### src/flash_seq_pkg.sv
// Summary of operation
// - narrow start high: 8 bits, bits 19..16 used
// - narrow end high: 8 bits, bits 19..16 used
// - wide variant: 16-bit high, bits 31..25,20..16
// - error monitor captures failing address or block start
// - window start monitor: ones, then write buffer low
// - window end monitor: ones, then write buffer high
// - unique id: thirty-two read-only bytes
// - read buffers, ready flag, complete bit for reads
// - start-up protection lets blocks 0..15 be reprogrammed
// - self-programming limited to access window blocks
// - code reads continue during data-area operations
// - programmer and debugger gated by id code match
// - program, blank check, erase, uid read, extra commands
// - ready interrupt on command finish or forced stop
// ============================================================
// constants of the flash sequencer
// assumes an apb slave at byte addresses on a 32-bit bus
package flash_seq_pkg;
  localparam logic [7:0] off_start_low   = 8'h00;
  localparam logic [7:0] off_start_high  = 8'h04;
  localparam logic [7:0] off_end_low     = 8'h08;
  localparam logic [7:0] off_end_high    = 8'h0c;
  localparam logic [7:0] off_wbuf_low    = 8'h10;
  localparam logic [7:0] off_wbuf_high   = 8'h14;
  localparam logic [7:0] off_rbuf_low    = 8'h18;
  localparam logic [7:0] off_rbuf_high   = 8'h1c;
  localparam logic [7:0] off_cmd         = 8'h20;
  localparam logic [7:0] off_status      = 8'h24;
  localparam logic [7:0] off_err_low     = 8'h28;
  localparam logic [7:0] off_err_high    = 8'h2c;
  localparam logic [7:0] off_aw_start    = 8'h30;
  localparam logic [7:0] off_aw_end      = 8'h34;
  localparam logic [7:0] off_irq_status  = 8'h38;
  localparam logic [7:0] off_irq_mask    = 8'h3c;
  localparam logic [7:0] off_startup     = 8'h40;
  localparam logic [7:0] off_uid_base    = 8'h80;
  // command register fields
  localparam int cmd_code_lsb  = 0;
  localparam int cmd_start_bit = 4;
  localparam int cmd_stop_bit  = 5;
  localparam int cmd_rdc_bit   = 6;
  // status bits
  localparam int st_ready_bit = 0;
  localparam int st_rdrdy_bit = 1;
  localparam int st_err_bit   = 2;
  localparam int st_prot_bit  = 3;
  // irq bits
  localparam int irq_done_bit = 0;
  localparam int irq_err_bit  = 1;
  localparam logic [9:0] aw_blank    = 10'h3ff;
  localparam int         block_shift = 10;
  localparam int         startup_blocks = 16;
  localparam int         op_cycles_ns = 1000;
  localparam int         clk_ns = 100;
  localparam int         op_cycles = (op_cycles_ns + clk_ns - 1) / clk_ns;

  typedef enum logic [2:0] {
    cmd_program     = 3'h1,
    cmd_blank_check = 3'h2,
    cmd_block_erase = 3'h3,
    cmd_uid_read    = 3'h4,
    cmd_startup_prg = 3'h5,
    cmd_window_prg  = 3'h6
  } cmd_type;

  typedef enum logic [1:0] {
    st_idle  = 2'b00,
    st_run   = 2'b01,
    st_wait  = 2'b10,
    st_done  = 2'b11
  } seq_type;
endpackage

### src/id_gate.sv
// ============================================================
// id code comparator for programmer and debugger connections
// assumes stored code and offered code are stable while compared
`timescale 1ns/100ps
module id_gate #(
  parameter int W = 32
) (
  // clock and reset
  input  wire logic         i_ref_clk,
  input  wire logic         i_nrst,
  // codes
  input  wire logic [W-1:0] i_stored,
  input  wire logic [W-1:0] i_offered,
  input  wire logic         i_request,
  // result
  output logic              o_granted
);
  always_ff @(posedge i_ref_clk or negedge i_nrst) begin
    if (!i_nrst) begin
      o_granted <= 1'b0;
    end else begin
      // grant lapses with the request so a later code change cannot inherit it
      o_granted <= i_request & (i_stored == i_offered);
    end
  end
endmodule

### src/pin_sync.sv
// ============================================================
// two-flop level synchroniser
// assumes the input is a slowly changing level
`timescale 1ns/100ps
module pin_sync (
  input  wire logic i_ref_clk,
  input  wire logic i_nrst,
  input  wire logic i_async,
  output logic      o_sync
);
  logic meta;
  always_ff @(posedge i_ref_clk or negedge i_nrst) begin
    if (!i_nrst) begin
      meta   <= 1'b0;
      o_sync <= 1'b0;
    end else begin
      meta   <= i_async;
      o_sync <= meta;
    end
  end
endmodule

### src/flash_program_erase_sequencer.sv
// ============================================================
// flash program/erase sequencer with apb register file
// assumes a flash array port that accepts one word per strobe
`timescale 1ns/100ps
module flash_program_erase_sequencer #(
  parameter int WIDE = 0,
  parameter int IDW  = 32,
  parameter logic [IDW-1:0] ID_CODE = 32'h5a5a_0001 // arbitrary value
) (
  // clock and reset
  input  wire logic        i_ref_clk,
  input  wire logic        i_nrst,
  // apb
  input  wire logic        i_psel,
  input  wire logic        i_penable,
  input  wire logic        i_pwrite,
  input  wire logic [7:0]  i_paddr,
  input  wire logic [31:0] i_pwdata,
  output logic [31:0]      o_prdata,
  output logic             o_pready,
  output logic             o_pslverr,
  // flash array
  output logic             o_fl_we,
  output logic             o_fl_erase,
  output logic [31:0]      o_fl_addr,
  output logic [31:0]      o_fl_wdata,
  input  wire logic [31:0] i_fl_rdata,
  input  wire logic        i_data_area,
  output logic             o_code_read_ok,
  // id gating
  input  wire logic        i_boot_mode,
  input  wire logic        i_dbg_req,
  input  wire logic [IDW-1:0] i_offered_id,
  output logic             o_conn_grant,
  // self-programming flag
  input  wire logic        i_self_prog,
  // interrupt
  output logic             o_irq
);
  localparam int HW = (WIDE != 0) ? 16 : 8;

  logic [15:0]    start_address_low;
  logic [HW-1:0]  start_address_high;
  logic [15:0]    end_address_low;
  logic [HW-1:0]  end_address_high;
  logic [15:0]    write_buffer_low;
  logic [15:0]    write_buffer_high;
  logic [15:0]    read_buffer_low;
  logic [15:0]    read_buffer_high;
  logic [15:0]    error_address_monitor_low;
  logic [HW-1:0]  error_address_monitor_high;
  logic [9:0]     access_window_start_monitor;
  logic [9:0]     access_window_end_monitor;
  logic           startup_setting_monitor;
  logic [2:0]     command_code;
  logic           read_ready_flag;
  logic           err_flag;
  logic           prot_flag;
  logic [1:0]     irq_status;
  logic [1:0]     irq_mask;
  logic [7:0]     uid_mem [0:31];
  flash_seq_pkg::seq_type state;
  logic [31:0]    cur_addr;
  logic [31:0]    end_addr;
  logic [3:0]     op_cnt;
  logic           wr_acc;
  logic           rd_acc;
  logic           go;
  logic           stop;
  logic           rd_done;
  logic           ev_done;
  logic           ev_err;
  logic           blocked;
  logic           fail;
  logic           self_prog_s;
  logic           boot_s;
  logic           dbg_s;
  logic [31:0]    next_rdata;

  // ============================================================
  // pins and id gate
  pin_sync u_sync_sp (.i_ref_clk(i_ref_clk), .i_nrst(i_nrst), .i_async(i_self_prog), .o_sync(self_prog_s));
  pin_sync u_sync_bm (.i_ref_clk(i_ref_clk), .i_nrst(i_nrst), .i_async(i_boot_mode), .o_sync(boot_s));
  pin_sync u_sync_db (.i_ref_clk(i_ref_clk), .i_nrst(i_nrst), .i_async(i_dbg_req), .o_sync(dbg_s));

  id_gate #(.W(IDW)) u_gate (
    .i_ref_clk (i_ref_clk),
    .i_nrst    (i_nrst),
    .i_stored  (ID_CODE),
    .i_offered (i_offered_id),
    .i_request (boot_s | dbg_s),
    .o_granted (o_conn_grant)
  );

  // ============================================================
  // apb decode
  assign wr_acc    = i_psel & i_penable & i_pwrite;
  assign rd_acc    = i_psel & i_penable & ~i_pwrite;
  assign o_pready  = 1'b1;
  assign o_pslverr = 1'b0;
  assign go      = wr_acc & (i_paddr == flash_seq_pkg::off_cmd) & i_pwdata[flash_seq_pkg::cmd_start_bit]
                   & (state == flash_seq_pkg::st_idle);
  assign stop    = wr_acc & (i_paddr == flash_seq_pkg::off_cmd) & i_pwdata[flash_seq_pkg::cmd_stop_bit];
  assign rd_done = wr_acc & (i_paddr == flash_seq_pkg::off_cmd) & i_pwdata[flash_seq_pkg::cmd_rdc_bit];

  // code area stays readable unless a code-area operation runs
  assign o_code_read_ok = (state == flash_seq_pkg::st_idle) | i_data_area;

  // ============================================================
  // address, write buffer and irq mask registers
  always_ff @(posedge i_ref_clk or negedge i_nrst) begin
    if (!i_nrst) begin
      start_address_low  <= 16'h0000;
      start_address_high <= '0;
      end_address_low    <= 16'h0000;
      end_address_high   <= '0;
      write_buffer_low   <= 16'h0000;
      write_buffer_high  <= 16'h0000;
      irq_mask           <= 2'h0;
    end else if (wr_acc && state == flash_seq_pkg::st_idle) begin
      unique case (i_paddr)
        flash_seq_pkg::off_start_low:  start_address_low  <= i_pwdata[15:0];
        flash_seq_pkg::off_end_low:    end_address_low    <= i_pwdata[15:0];
        // narrow keeps bits 19..16, wide keeps 31..25 and 20..16
        flash_seq_pkg::off_start_high: start_address_high <= (WIDE != 0) ? HW'(i_pwdata[15:0] & 16'hfe1f)
                                                                         : HW'(i_pwdata[3:0]);
        flash_seq_pkg::off_end_high:   end_address_high   <= (WIDE != 0) ? HW'(i_pwdata[15:0] & 16'hfe1f)
                                                                         : HW'(i_pwdata[3:0]);
        flash_seq_pkg::off_wbuf_low:   write_buffer_low   <= i_pwdata[15:0];
        flash_seq_pkg::off_wbuf_high:  write_buffer_high  <= i_pwdata[15:0];
        flash_seq_pkg::off_irq_mask:   irq_mask           <= i_pwdata[1:0];
        default: ;
      endcase
    end
  end

  // ============================================================
  // command and protection
  function automatic logic [31:0] full_addr(input logic [HW-1:0] hi, input logic [15:0] lo);
    logic [15:0] h;
    // widen first so the wide-only selects stay in range for the narrow build
    h = 16'(hi);
    if (WIDE == 0) begin
      full_addr = {12'h000, h[3:0], lo};
    end else begin
      full_addr = {h[15:9], 4'h0, h[4:0], lo};
    end
  endfunction

  logic [9:0] cur_block;
  assign cur_block = cur_addr[flash_seq_pkg::block_shift +: 10];
  // startup-swap blocks 0..15 are always allowed once startup protect is set
  assign blocked = (command_code == flash_seq_pkg::cmd_program || command_code == flash_seq_pkg::cmd_block_erase)
                   & ~i_data_area
                   & ((self_prog_s & ((cur_block < access_window_start_monitor)
                                     | (cur_block >= access_window_end_monitor)))
                      & ~(startup_setting_monitor
                          & (cur_block < 10'(flash_seq_pkg::startup_blocks))));
  assign fail = (command_code == flash_seq_pkg::cmd_blank_check) & (i_fl_rdata != 32'hffff_ffff);

  always_ff @(posedge i_ref_clk or negedge i_nrst) begin
    if (!i_nrst) begin
      command_code <= 3'h0;
    end else if (go) begin
      command_code <= i_pwdata[flash_seq_pkg::cmd_code_lsb +: 3];
    end
  end

  // ============================================================
  // sequencer
  always_ff @(posedge i_ref_clk or negedge i_nrst) begin
    if (!i_nrst) begin
      state    <= flash_seq_pkg::st_idle;
      cur_addr <= 32'h0;
      end_addr <= 32'h0;
      op_cnt   <= 4'h0;
    end else begin
      unique case (state)
        flash_seq_pkg::st_idle: begin
          if (go) begin
            cur_addr <= full_addr(start_address_high, start_address_low);
            end_addr <= full_addr(end_address_high, end_address_low);
            state    <= flash_seq_pkg::st_run;
          end
        end
        flash_seq_pkg::st_run: begin
          op_cnt <= 4'(flash_seq_pkg::op_cycles);
          if (stop || blocked || fail) begin
            state <= flash_seq_pkg::st_done;
          end else begin
            state <= flash_seq_pkg::st_wait;
          end
        end
        flash_seq_pkg::st_wait: begin
          if (stop) begin
            state <= flash_seq_pkg::st_done;
          end else if (op_cnt > 4'h1) begin
            op_cnt <= op_cnt - 4'h1;
          end else if (cur_addr >= end_addr || command_code == flash_seq_pkg::cmd_startup_prg
                       || command_code == flash_seq_pkg::cmd_window_prg) begin
            state <= flash_seq_pkg::st_done;
          end else begin
            cur_addr <= cur_addr + ((command_code == flash_seq_pkg::cmd_block_erase) ? 32'h400 : 32'h4);
            state    <= flash_seq_pkg::st_run;
          end
        end
        flash_seq_pkg::st_done: state <= flash_seq_pkg::st_idle;
      endcase
    end
  end

  assign ev_done = (state == flash_seq_pkg::st_done);
  assign ev_err  = (state == flash_seq_pkg::st_run) & (blocked | fail);
  // array address is the word flop itself, so blank-check data belongs to the current word
  assign o_fl_addr = cur_addr;

  always_ff @(posedge i_ref_clk or negedge i_nrst) begin
    if (!i_nrst) begin
      o_fl_we    <= 1'b0;
      o_fl_erase <= 1'b0;
      o_fl_wdata <= 32'h0;
    end else begin
      // blocked targets never strobe the array
      o_fl_we    <= (state == flash_seq_pkg::st_run) & ~blocked & ~stop
                    & (command_code == flash_seq_pkg::cmd_program);
      o_fl_erase <= (state == flash_seq_pkg::st_run) & ~blocked & ~stop
                    & (command_code == flash_seq_pkg::cmd_block_erase);
      o_fl_wdata <= {write_buffer_high, write_buffer_low};
    end
  end

  // ============================================================
  // status, error monitor, read buffers
  always_ff @(posedge i_ref_clk or negedge i_nrst) begin
    if (!i_nrst) begin
      err_flag                   <= 1'b0;
      prot_flag                  <= 1'b0;
      error_address_monitor_low  <= 16'h0000;
      error_address_monitor_high <= '0;
    end else if (ev_err) begin
      err_flag  <= 1'b1;
      prot_flag <= blocked;
      // erase failures log the block start, others the word address
      error_address_monitor_low  <= (command_code == flash_seq_pkg::cmd_block_erase)
                                    ? {cur_addr[15:10], 10'h000} : cur_addr[15:0];
      error_address_monitor_high <= (WIDE != 0) ? HW'({cur_addr[31:25], 4'h0, cur_addr[20:16]})
                                                : HW'(cur_addr[19:16]);
    end else if (go) begin
      err_flag  <= 1'b0;
      prot_flag <= 1'b0;
    end
  end

  always_ff @(posedge i_ref_clk or negedge i_nrst) begin
    if (!i_nrst) begin
      read_buffer_low  <= 16'h0000;
      read_buffer_high <= 16'h0000;
      read_ready_flag  <= 1'b0;
    end else if (state == flash_seq_pkg::st_run && command_code == flash_seq_pkg::cmd_uid_read) begin
      read_buffer_low  <= {uid_mem[{cur_addr[4:2], 2'b01}], uid_mem[{cur_addr[4:2], 2'b00}]};
      read_buffer_high <= {uid_mem[{cur_addr[4:2], 2'b11}], uid_mem[{cur_addr[4:2], 2'b10}]};
      read_ready_flag  <= 1'b1;
    end else if (rd_done) begin
      read_ready_flag <= 1'b0;
    end
  end

  // ============================================================
  // extra area: window and startup monitors, unique id
  always_ff @(posedge i_ref_clk or negedge i_nrst) begin
    if (!i_nrst) begin
      access_window_start_monitor <= flash_seq_pkg::aw_blank;
      access_window_end_monitor   <= flash_seq_pkg::aw_blank;
      startup_setting_monitor     <= 1'b0;
    end else if (state == flash_seq_pkg::st_run && !stop) begin
      if (command_code == flash_seq_pkg::cmd_window_prg) begin
        access_window_start_monitor <= write_buffer_low[9:0];
        access_window_end_monitor   <= write_buffer_high[9:0];
      end
      if (command_code == flash_seq_pkg::cmd_startup_prg) begin
        startup_setting_monitor <= write_buffer_low[0];
      end
    end
  end

  // uid bytes are factory content; default image is index-derived
  always_comb begin
    for (int k = 0; k < 32; k++) begin
      uid_mem[k] = 8'(k) ^ 8'ha5;
    end
  end

  // ============================================================
  // interrupt: set wins over write-one clear
  always_ff @(posedge i_ref_clk or negedge i_nrst) begin
    if (!i_nrst) begin
      irq_status <= 2'h0;
    end else begin
      irq_status <= (irq_status & ~((wr_acc && i_paddr == flash_seq_pkg::off_irq_status) ? i_pwdata[1:0] : 2'h0))
                    | {ev_err, ev_done};
    end
  end
  assign o_irq = |(irq_status & irq_mask);

  // ============================================================
  // read mux
  always_comb begin
    next_rdata = 32'h0;
    // uid window runs to the top of the 8-bit address space
    if (i_paddr >= flash_seq_pkg::off_uid_base) begin
      next_rdata = {24'h0, uid_mem[5'(i_paddr[6:2])]};
    end else begin
      unique case (i_paddr)
        flash_seq_pkg::off_start_low:  next_rdata = {16'h0, start_address_low};
        flash_seq_pkg::off_start_high: next_rdata = 32'(start_address_high);
        flash_seq_pkg::off_end_low:    next_rdata = {16'h0, end_address_low};
        flash_seq_pkg::off_end_high:   next_rdata = 32'(end_address_high);
        flash_seq_pkg::off_wbuf_low:   next_rdata = {16'h0, write_buffer_low};
        flash_seq_pkg::off_wbuf_high:  next_rdata = {16'h0, write_buffer_high};
        flash_seq_pkg::off_rbuf_low:   next_rdata = {16'h0, read_buffer_low};
        flash_seq_pkg::off_rbuf_high:  next_rdata = {16'h0, read_buffer_high};
        flash_seq_pkg::off_cmd:        next_rdata = {29'h0, command_code};
        flash_seq_pkg::off_status:     next_rdata = {28'h0, prot_flag, err_flag, read_ready_flag,
                                                     state == flash_seq_pkg::st_idle};
        flash_seq_pkg::off_err_low:    next_rdata = {16'h0, error_address_monitor_low};
        flash_seq_pkg::off_err_high:   next_rdata = 32'(error_address_monitor_high);
        flash_seq_pkg::off_aw_start:   next_rdata = {22'h0, access_window_start_monitor};
        flash_seq_pkg::off_aw_end:     next_rdata = {22'h0, access_window_end_monitor};
        flash_seq_pkg::off_irq_status: next_rdata = {30'h0, irq_status};
        flash_seq_pkg::off_irq_mask:   next_rdata = {30'h0, irq_mask};
        flash_seq_pkg::off_startup:    next_rdata = {31'h0, startup_setting_monitor};
        default:                       next_rdata = 32'h0;
      endcase
    end
  end

  always_ff @(posedge i_ref_clk or negedge i_nrst) begin
    if (!i_nrst) begin
      o_prdata <= 32'h0;
    end else if (i_psel && !i_penable && !i_pwrite) begin
      o_prdata <= next_rdata;
    end
  end
endmodule

### config.mk
export PLATFORM = sky130hd
export DESIGN_NAME = flash_program_erase_sequencer
export DESIGN_NICKNAME = d
export VERILOG_FILES = /design/src/flash_seq_pkg.sv /design/src/id_gate.sv /design/src/pin_sync.sv /design/src/flash_program_erase_sequencer.sv
export SDC_FILE = /design/constraint.sdc
export NUM_CORES = 1
export LEC_CHECK = 0
export BUFFER_PORTS_ARGS = -buffer_cell sky130_fd_sc_hd__buf_4
export CAP_MARGIN = 20
export CELL_PAD_IN_SITES_DETAIL_PLACEMENT = 1
export CELL_PAD_IN_SITES_GLOBAL_PLACEMENT = 1
export CORE_AREA = 2 2 151 190
export CTS_CLUSTER_DIAMETER = 50
export DETAILED_ROUTE_END_ITERATION = 8
export DIE_AREA = 0 0 153 192
export PLACE_DENSITY_LB_ADDON = 0.1
export SETUP_SLACK_MARGIN = 0.3
export SLEW_MARGIN = 15
export SYNTH_ARGS = -nofsm -noshare
export SYNTH_HDL_FRONTEND = slang
export SYNTH_SLANG_ARGS = --single-unit
### constraint.sdc
create_clock -name i_ref_clk -period 2.9 [get_ports i_ref_clk]
set_input_delay 0.435 -clock i_ref_clk [delete_from_list [all_inputs] [get_ports i_ref_clk]]
set_output_delay 0.435 -clock i_ref_clk [all_outputs]
set_load 0.01 [all_outputs]
* Word level (Yosys, flattened, before mapping) *
Memories as Yosys holds them, arrays and structs flattened. A register that Yosys moved wholly into a read port is not among the register bits.
Cells that the tools add are included.

word-level totals
  register bits after elaboration = 254
  memories = 5
  input port bits = 113
  memory bits (read-only) = 1,280
  RAM bits = 0
  bits in latches = 0

cells by class
  divide/modulo/power cells = 0
  $lt $le $gt $ge = 7
  reduce and logical (&&, ||, !) cells = 38
  shift operators = 0
  add/sub/neg operators = 2
  $mul = 0
  bitwise operators = 36
  muxes and demuxes = 26
  equal/unequal tests = 33

memories
  name              words  width  rd ports  clocked after Yosys merged registers in  write ports  RTL line                              RTL
  (name not given)  32     8      1         0                                        0            flash_program_erase_sequencer.sv:311  next_rdata = {24'h0, uid_mem[5'(i_paddr[6:2])]};
  (name not given)  32     8      1         1                                        0            flash_program_erase_sequencer.sv:261  read_buffer_high <= {uid_mem[{cur_addr[4:2], 2'b11}], uid_mem[{cur_addr[4:2], 2'b10}]};
  (name not given)  32     8      1         1                                        0            flash_program_erase_sequencer.sv:261
  (name not given)  32     8      1         1                                        0            flash_program_erase_sequencer.sv:260  read_buffer_low <= {uid_mem[{cur_addr[4:2], 2'b01}], uid_mem[{cur_addr[4:2], 2'b00}]};
  (name not given)  32     8      1         1                                        0            flash_program_erase_sequencer.sv:260

operator list
  operator                                               count
  one-hot mux 16 bit (17 select lines)                   1
  2-to-1 mux 32 bit                                      4
  equality test 8 x 6 -> 1 bit (second input constant)   8
  one-hot mux 32 bit (2 select lines)                    1
  adder 32 x 11 -> 32 bit                                1
  equality test 31 x 32 -> 1 bit (first input constant)  1
  equality test 8 x 5 -> 1 bit (second input constant)   4
  >= comparator 32 x 20 -> 1 bit                         1
  != test 32 bit (second input constant)                 1
  NOT 5 -> 6 bit                                         5
  AND reduction 2 bit                                    11
  bitwise AND 1 bit                                      19
  equality test 8 x 4 -> 1 bit (second input constant)   2
  2-to-1 mux 16 bit                                      1
  2-to-1 mux 8 bit                                       2
  2-to-1 mux 11 bit                                      1
  >= comparator 10 bit                                   1
  < comparator 10 bit                                    1
  < comparator 10 x 5 -> 1 bit (second input constant)   1
  2-to-1 mux 10 bit                                      1
  2-to-1 mux 2 bit                                       5
  != test 2 bit (second input constant)                  5
  equality test 3 bit (second input constant)            3
  equality test 8 x 3 -> 1 bit (second input constant)   1
  other kinds (28)                                       61

* Logic depth before layout (Yosys ltp) *
  depth in word-level cells = 9
  depth in mapped cells = 12
  mapped depth without buffers = 11

* Modules after synthesis *
From an unflattened synthesis, not the netlist that was laid out.

unflattened totals
  cells, all modules = 1,052
  area total of the unflattened synthesis = 11,652.4 um2

modules (own cells, without submodules)
  module                         cells an instance  area each (um2)  instances
  flash_program_erase_sequencer  1,001              11,121.9         1
  id_gate                        45                 380.4            1
  pin_sync                       2                  50.0             3

* Worst setup path after synthesis *
Ideal clock, no wire load.

  path kind = flip-flop to flip-flop
  from = register access_window_end_monitor[9]
  to = register error_address_monitor_high[1]
  period minus slack after synthesis = 2,624 ps
  setup slack = 276 ps
  library setup time = 126 ps
  path buffers = 1
  cell stages (with the launch flop) = 10
  data arrival time = 2,498 ps
  cells stage by stage = dfstp_2 -> inv_1 -> ha_1 -> a2111o_1 -> a211oi_1 -> o21ai_0 -> a32oi_1 -> buf_2 -> nor3_1 -> a311o_1

between the ends
  cells in the longest elaborated chain, start to end = 7

ends and longest elaborated chain
  item                    RTL line                              RTL
  start, declared         flash_program_erase_sequencer.sv:53   logic [9:0] access_window_end_monitor;
  start signal, assigned  flash_program_erase_sequencer.sv:273  access_window_end_monitor <= flash_seq_pkg::aw_blank;
  start signal, assigned  flash_program_erase_sequencer.sv:278  access_window_end_monitor <= write_buffer_high[9:0];
  >= comparator 10 bit    flash_program_erase_sequencer.sv:156  | (cur_block >= access_window_end_monitor)))
  OR 1 bit                flash_program_erase_sequencer.sv:156
  bitwise AND 1 bit       flash_program_erase_sequencer.sv:155  & ((self_prog_s & ((cur_block < access_window_start_monitor)
  bitwise AND 1 bit       flash_program_erase_sequencer.sv:157  & ~(startup_setting_monitor
  bitwise AND 1 bit       flash_program_erase_sequencer.sv:155
  OR 1 bit                flash_program_erase_sequencer.sv:213  assign ev_err = (state == flash_seq_pkg::st_run) & (blocked | fail);
  bitwise AND 1 bit       flash_program_erase_sequencer.sv:213
  end signal, assigned    flash_program_erase_sequencer.sv:246  error_address_monitor_high <= (WIDE != 0) ? HW'({cur_addr[31:25], 4'h0, cur_addr[20:16]})
  end, declared           flash_program_erase_sequencer.sv:51   logic [HW-1:0] error_address_monitor_high;

No other way between the ends.
A chain may end at the register's enable or synchronous reset.

* Worst setup path after layout *
  from = register access_window_end_monitor[9]
  to = register error_address_monitor_high[3]

Same word-level chain as after synthesis.

==> flow_summary.json <==
{
  "rows": 68,
  "cts.clk_slew.worst_paths_ps": 60,
  "start_util": 0.438,
  "die_w_um": 153,
  "synth_largest_area_cell": "dfrtp_1",
  "start_kind": "register",
  "tns_ps": 0,
  "coreArea_um2": 27500,
  "dp_slack_ps": -8.62,
  "vias": 10483,
  "io_pins": 216,
  "track_usage": 0.290,
  "max_stage_delay_ps": 540,
  "viasPerCell": 6.00,
  "tightest_slew_ps": 749,
  "grt-busiest-layer": "met2",
  "cts_num_sinks": 242,
  "cp.required_ps": 3300,
  "grt_overflow": 0,
  "ys_seq_area_frac": 0.506,
  "design.die.area_um2": 29400,
  "grt_pass1_vias": 10869,
  "routed_wl_um": 43600,
  "min_period_over_period": 0.902,
  "leakagePower_nw": 7.51,
  "gp_congestion": 0.880,
  "yosys-top-cells-count": "dfrtp_1, nand2_1, mux2_2",
  "met1_usage": 0.339,
  "synth.distinct_cells": 75,
  "synth_flop_cell": "dfrtp_1",
  "root_buffer": "clkbuf_16",
  "synth-async-reset-ratio": 1.00,
  "synth_top_area_frac": 0.462,
  "drt-wirelength-per-cell_um": 25.0,
  "rsz0062_at_grt": "true",
  "finalMaxSlewViolations": 0,
  "cts_tree": "done",
  "hp-class": "input port to register",
  "drt_iter0_drc": 566,
  "grt_pass1_wl_um": 64900,
  "h-tree-depth": 1,
  "dpl.cell_count": 1672,
  "ant_nets": 0,
  "cp_slowest_cell": "dfstp_2",
  "antenna_found_initial": 3,
  "dr.pass1.iters": 6,
  "drive_gt1_frac": 0.339,
  "power_density_nw_per_um2": 534,
  "cts_made_buffers": 27,
  "postSynthCellCount": 1140,
  "synth_edf_count": 0,
  "worstPathCellList": "inv_2 -> ha_4 -> a2111o_1 -> a211oi_2 -> o21ai_1 -> a32oi_2 -> buf_4 -> buf_6 -> clkbuf_16 -> nor3_2 -> a311o_1",
  "setup_viol": 0,
  "finalCriticalPeriod_ps": 2620,
  "dp_hpwl_um": 30900,
  "hold_viol": 0,
  "fin_nets": 1533,
  "worst_slack_ps": 284,
  "outcome": "complete, no violations",
  "clock_path_buffers": 3,
  "port_buffers": 181,
  "timing.fmax_mhz": 382,
  "criticalPathCategory": "register to register",
  "grt_max_degree": 74,
  "syn_area_um2": 12000,
  "syn2layout_area_growth_pct": 28.3,
  "synth.area.top_cells": "dfrtp_1, mux2_2, ha_1",
  "synth-seq-cells": 242,
  "avgSynthCellArea_um2": 10.6,
  "die_y_um": 192,
  "met2_usage": 0.506,
  "peakVddDrop_v": 0.000454,
  "grt_use_met3": 0.0587,
  "drc": 0,
  "ys_warn_count": 0,
  "fin_worst_skew_ps": 13.1,
  "critPathArrivalTime_ps": 3020,
  "cp_max_fo": 5,
  "synth.most_common_cell": "dfrtp_1",
  "cap_violations": 0,
  "end_kind": "register",
  "stdcell_count": 1747,
  "clk_latency_ps": 540,
  "maxSlewHeadroom": 0.500
}
flip-flops by register name (all words and copies together), names as in the netlist, 3 cells and up:
name / count
access_window_end_monitor: 10
access_window_start_monitor: 10
command_code: 3
end_addr: 20
end_address_high: 4
end_address_low: 16
error_address_monitor_high: 4
error_address_monitor_low: 16
o_fl_addr: 32
o_fl_wdata: 32
o_prdata: 16
op_cnt: 4
read_buffer_high: 4
start_address_high: 4
start_address_low: 16
write_buffer_high: 16
write_buffer_low: 16
layer usage:
layer	part of all wire	vias up
met2	0.50	391
met5	0.00055	-
met1	0.37	5326
met4	0.060	4
li1	-	4652
met3	0.069	110
layout by cell type, fill, tap and decap left out, types with 13 or more instances in the layout:
cell / count
a222oi_1: 15
o211ai_1: 24
a221oi_1: 13
a21o_1: 13
nand3_1: 45
clkbuf_16: 28
buf_4: 252
o21ai_0: 57
mux2_2: 80
inv_1: 48
dfrtp_1: 219
nand4_1: 16
conb_1: 18
dfstp_2: 20
nor3_1: 36
nor2_1: 44
a31oi_1: 13
a22oi_1: 21
a311o_1: 20
a21oi_1: 36
ha_1: 42
nand2_1: 133
cells by family (layout without fill, tap and decap cells):
kind of cell / count (synthesis) / after routing / synth area share
AND/OR/NAND/NOR: 354 / 355 / 0.146
flip-flops: 242 / 242 / 0.506
other: 2 / 19 / 0.000624
XOR/XNOR: 3 / 3 / 0.00218
adder cells (fa/ha/maj): 44 / 44 / 0.0458
AO/OA/AOI/OAI: 280 / 281 / 0.171
buffers and inverters: 131 / 369 / 0.0509
multiplexers: 84 / 84 / 0.0782
worst max-delay path: cells and delay by family (launching register included):
| family | cells | cell delay [ps] |
|---|---|---|
| AO/OA/AOI/OAI | 5 | 1230 |
| adder cells (fa/ha/maj) | 1 | 210 |
| buffers and inverters | 4 | 450 |
| flip-flops | 1 | 540 |
| AND/OR/NAND/NOR | 1 | 50 |
metrics by stage:
stage | hold WS (ps) | util | power [W] | instance area (um2)
after floorplan | 139 | - | 0.00413 | 12100
after global placement | 335 | 0.511 | 0.00464 | 14100
after detailed placement | 338 | 0.512 | 0.00468 | 14100
after CTS | 146 | 0.554 | 0.00829 | 15200
after global routing | 163 | 0.562 | 0.00854 | 15400
final | 155 | 0.562 | 0.00824 | 15400
path summary, 6_finish.rpt:
check,from,end,slack [ps],cells after the start
min,i_offered_id[26],u_gate.o_granted,160,4
max,access_window_end_monitor[9],error_address_monitor_high[3],280,11
max in group asynchronous,i_nrst,access_window_start_monitor[6],1560,3
max reg2reg,access_window_end_monitor[9],error_address_monitor_high[3],280,11
min in group asynchronous,i_nrst,o_fl_addr[26],440,2
min reg2reg,u_sync_db.meta,u_sync_db.o_sync,350,0
cell type report:
type,instances,area (um2)
multi-input combinational,785,5590
sequential,242,6080
clock buffer,39,791
timing repair buffer,271,2200
antenna,1,2.50
fill,2986,12000
clock inverter,10,145
tap,350,438
inverter,49,184
report_power, final:
| part | internal, W | switching (W) | leakage [nW] | total, W |
|---|---|---|---|---|
| clock | 0.00216 | 0.00141 | 0.452 | 0.00357 |
| combinational | 0.000397 | 0.000642 | 4.04 | 0.00104 |
| sequential | 0.00350 | 0.000127 | 3.02 | 0.00363 |
what timing repair did:
item,4_1_cts,5_1_grt
cloned,3,3
hold buffers,4,0
buffers inserted,7,8
pin swaps,7,25
setup endpoints to repair,46,47
resized for setup,15,23
endpoints found under the hold margin,65,0
(Power assumes the default switching activity.)
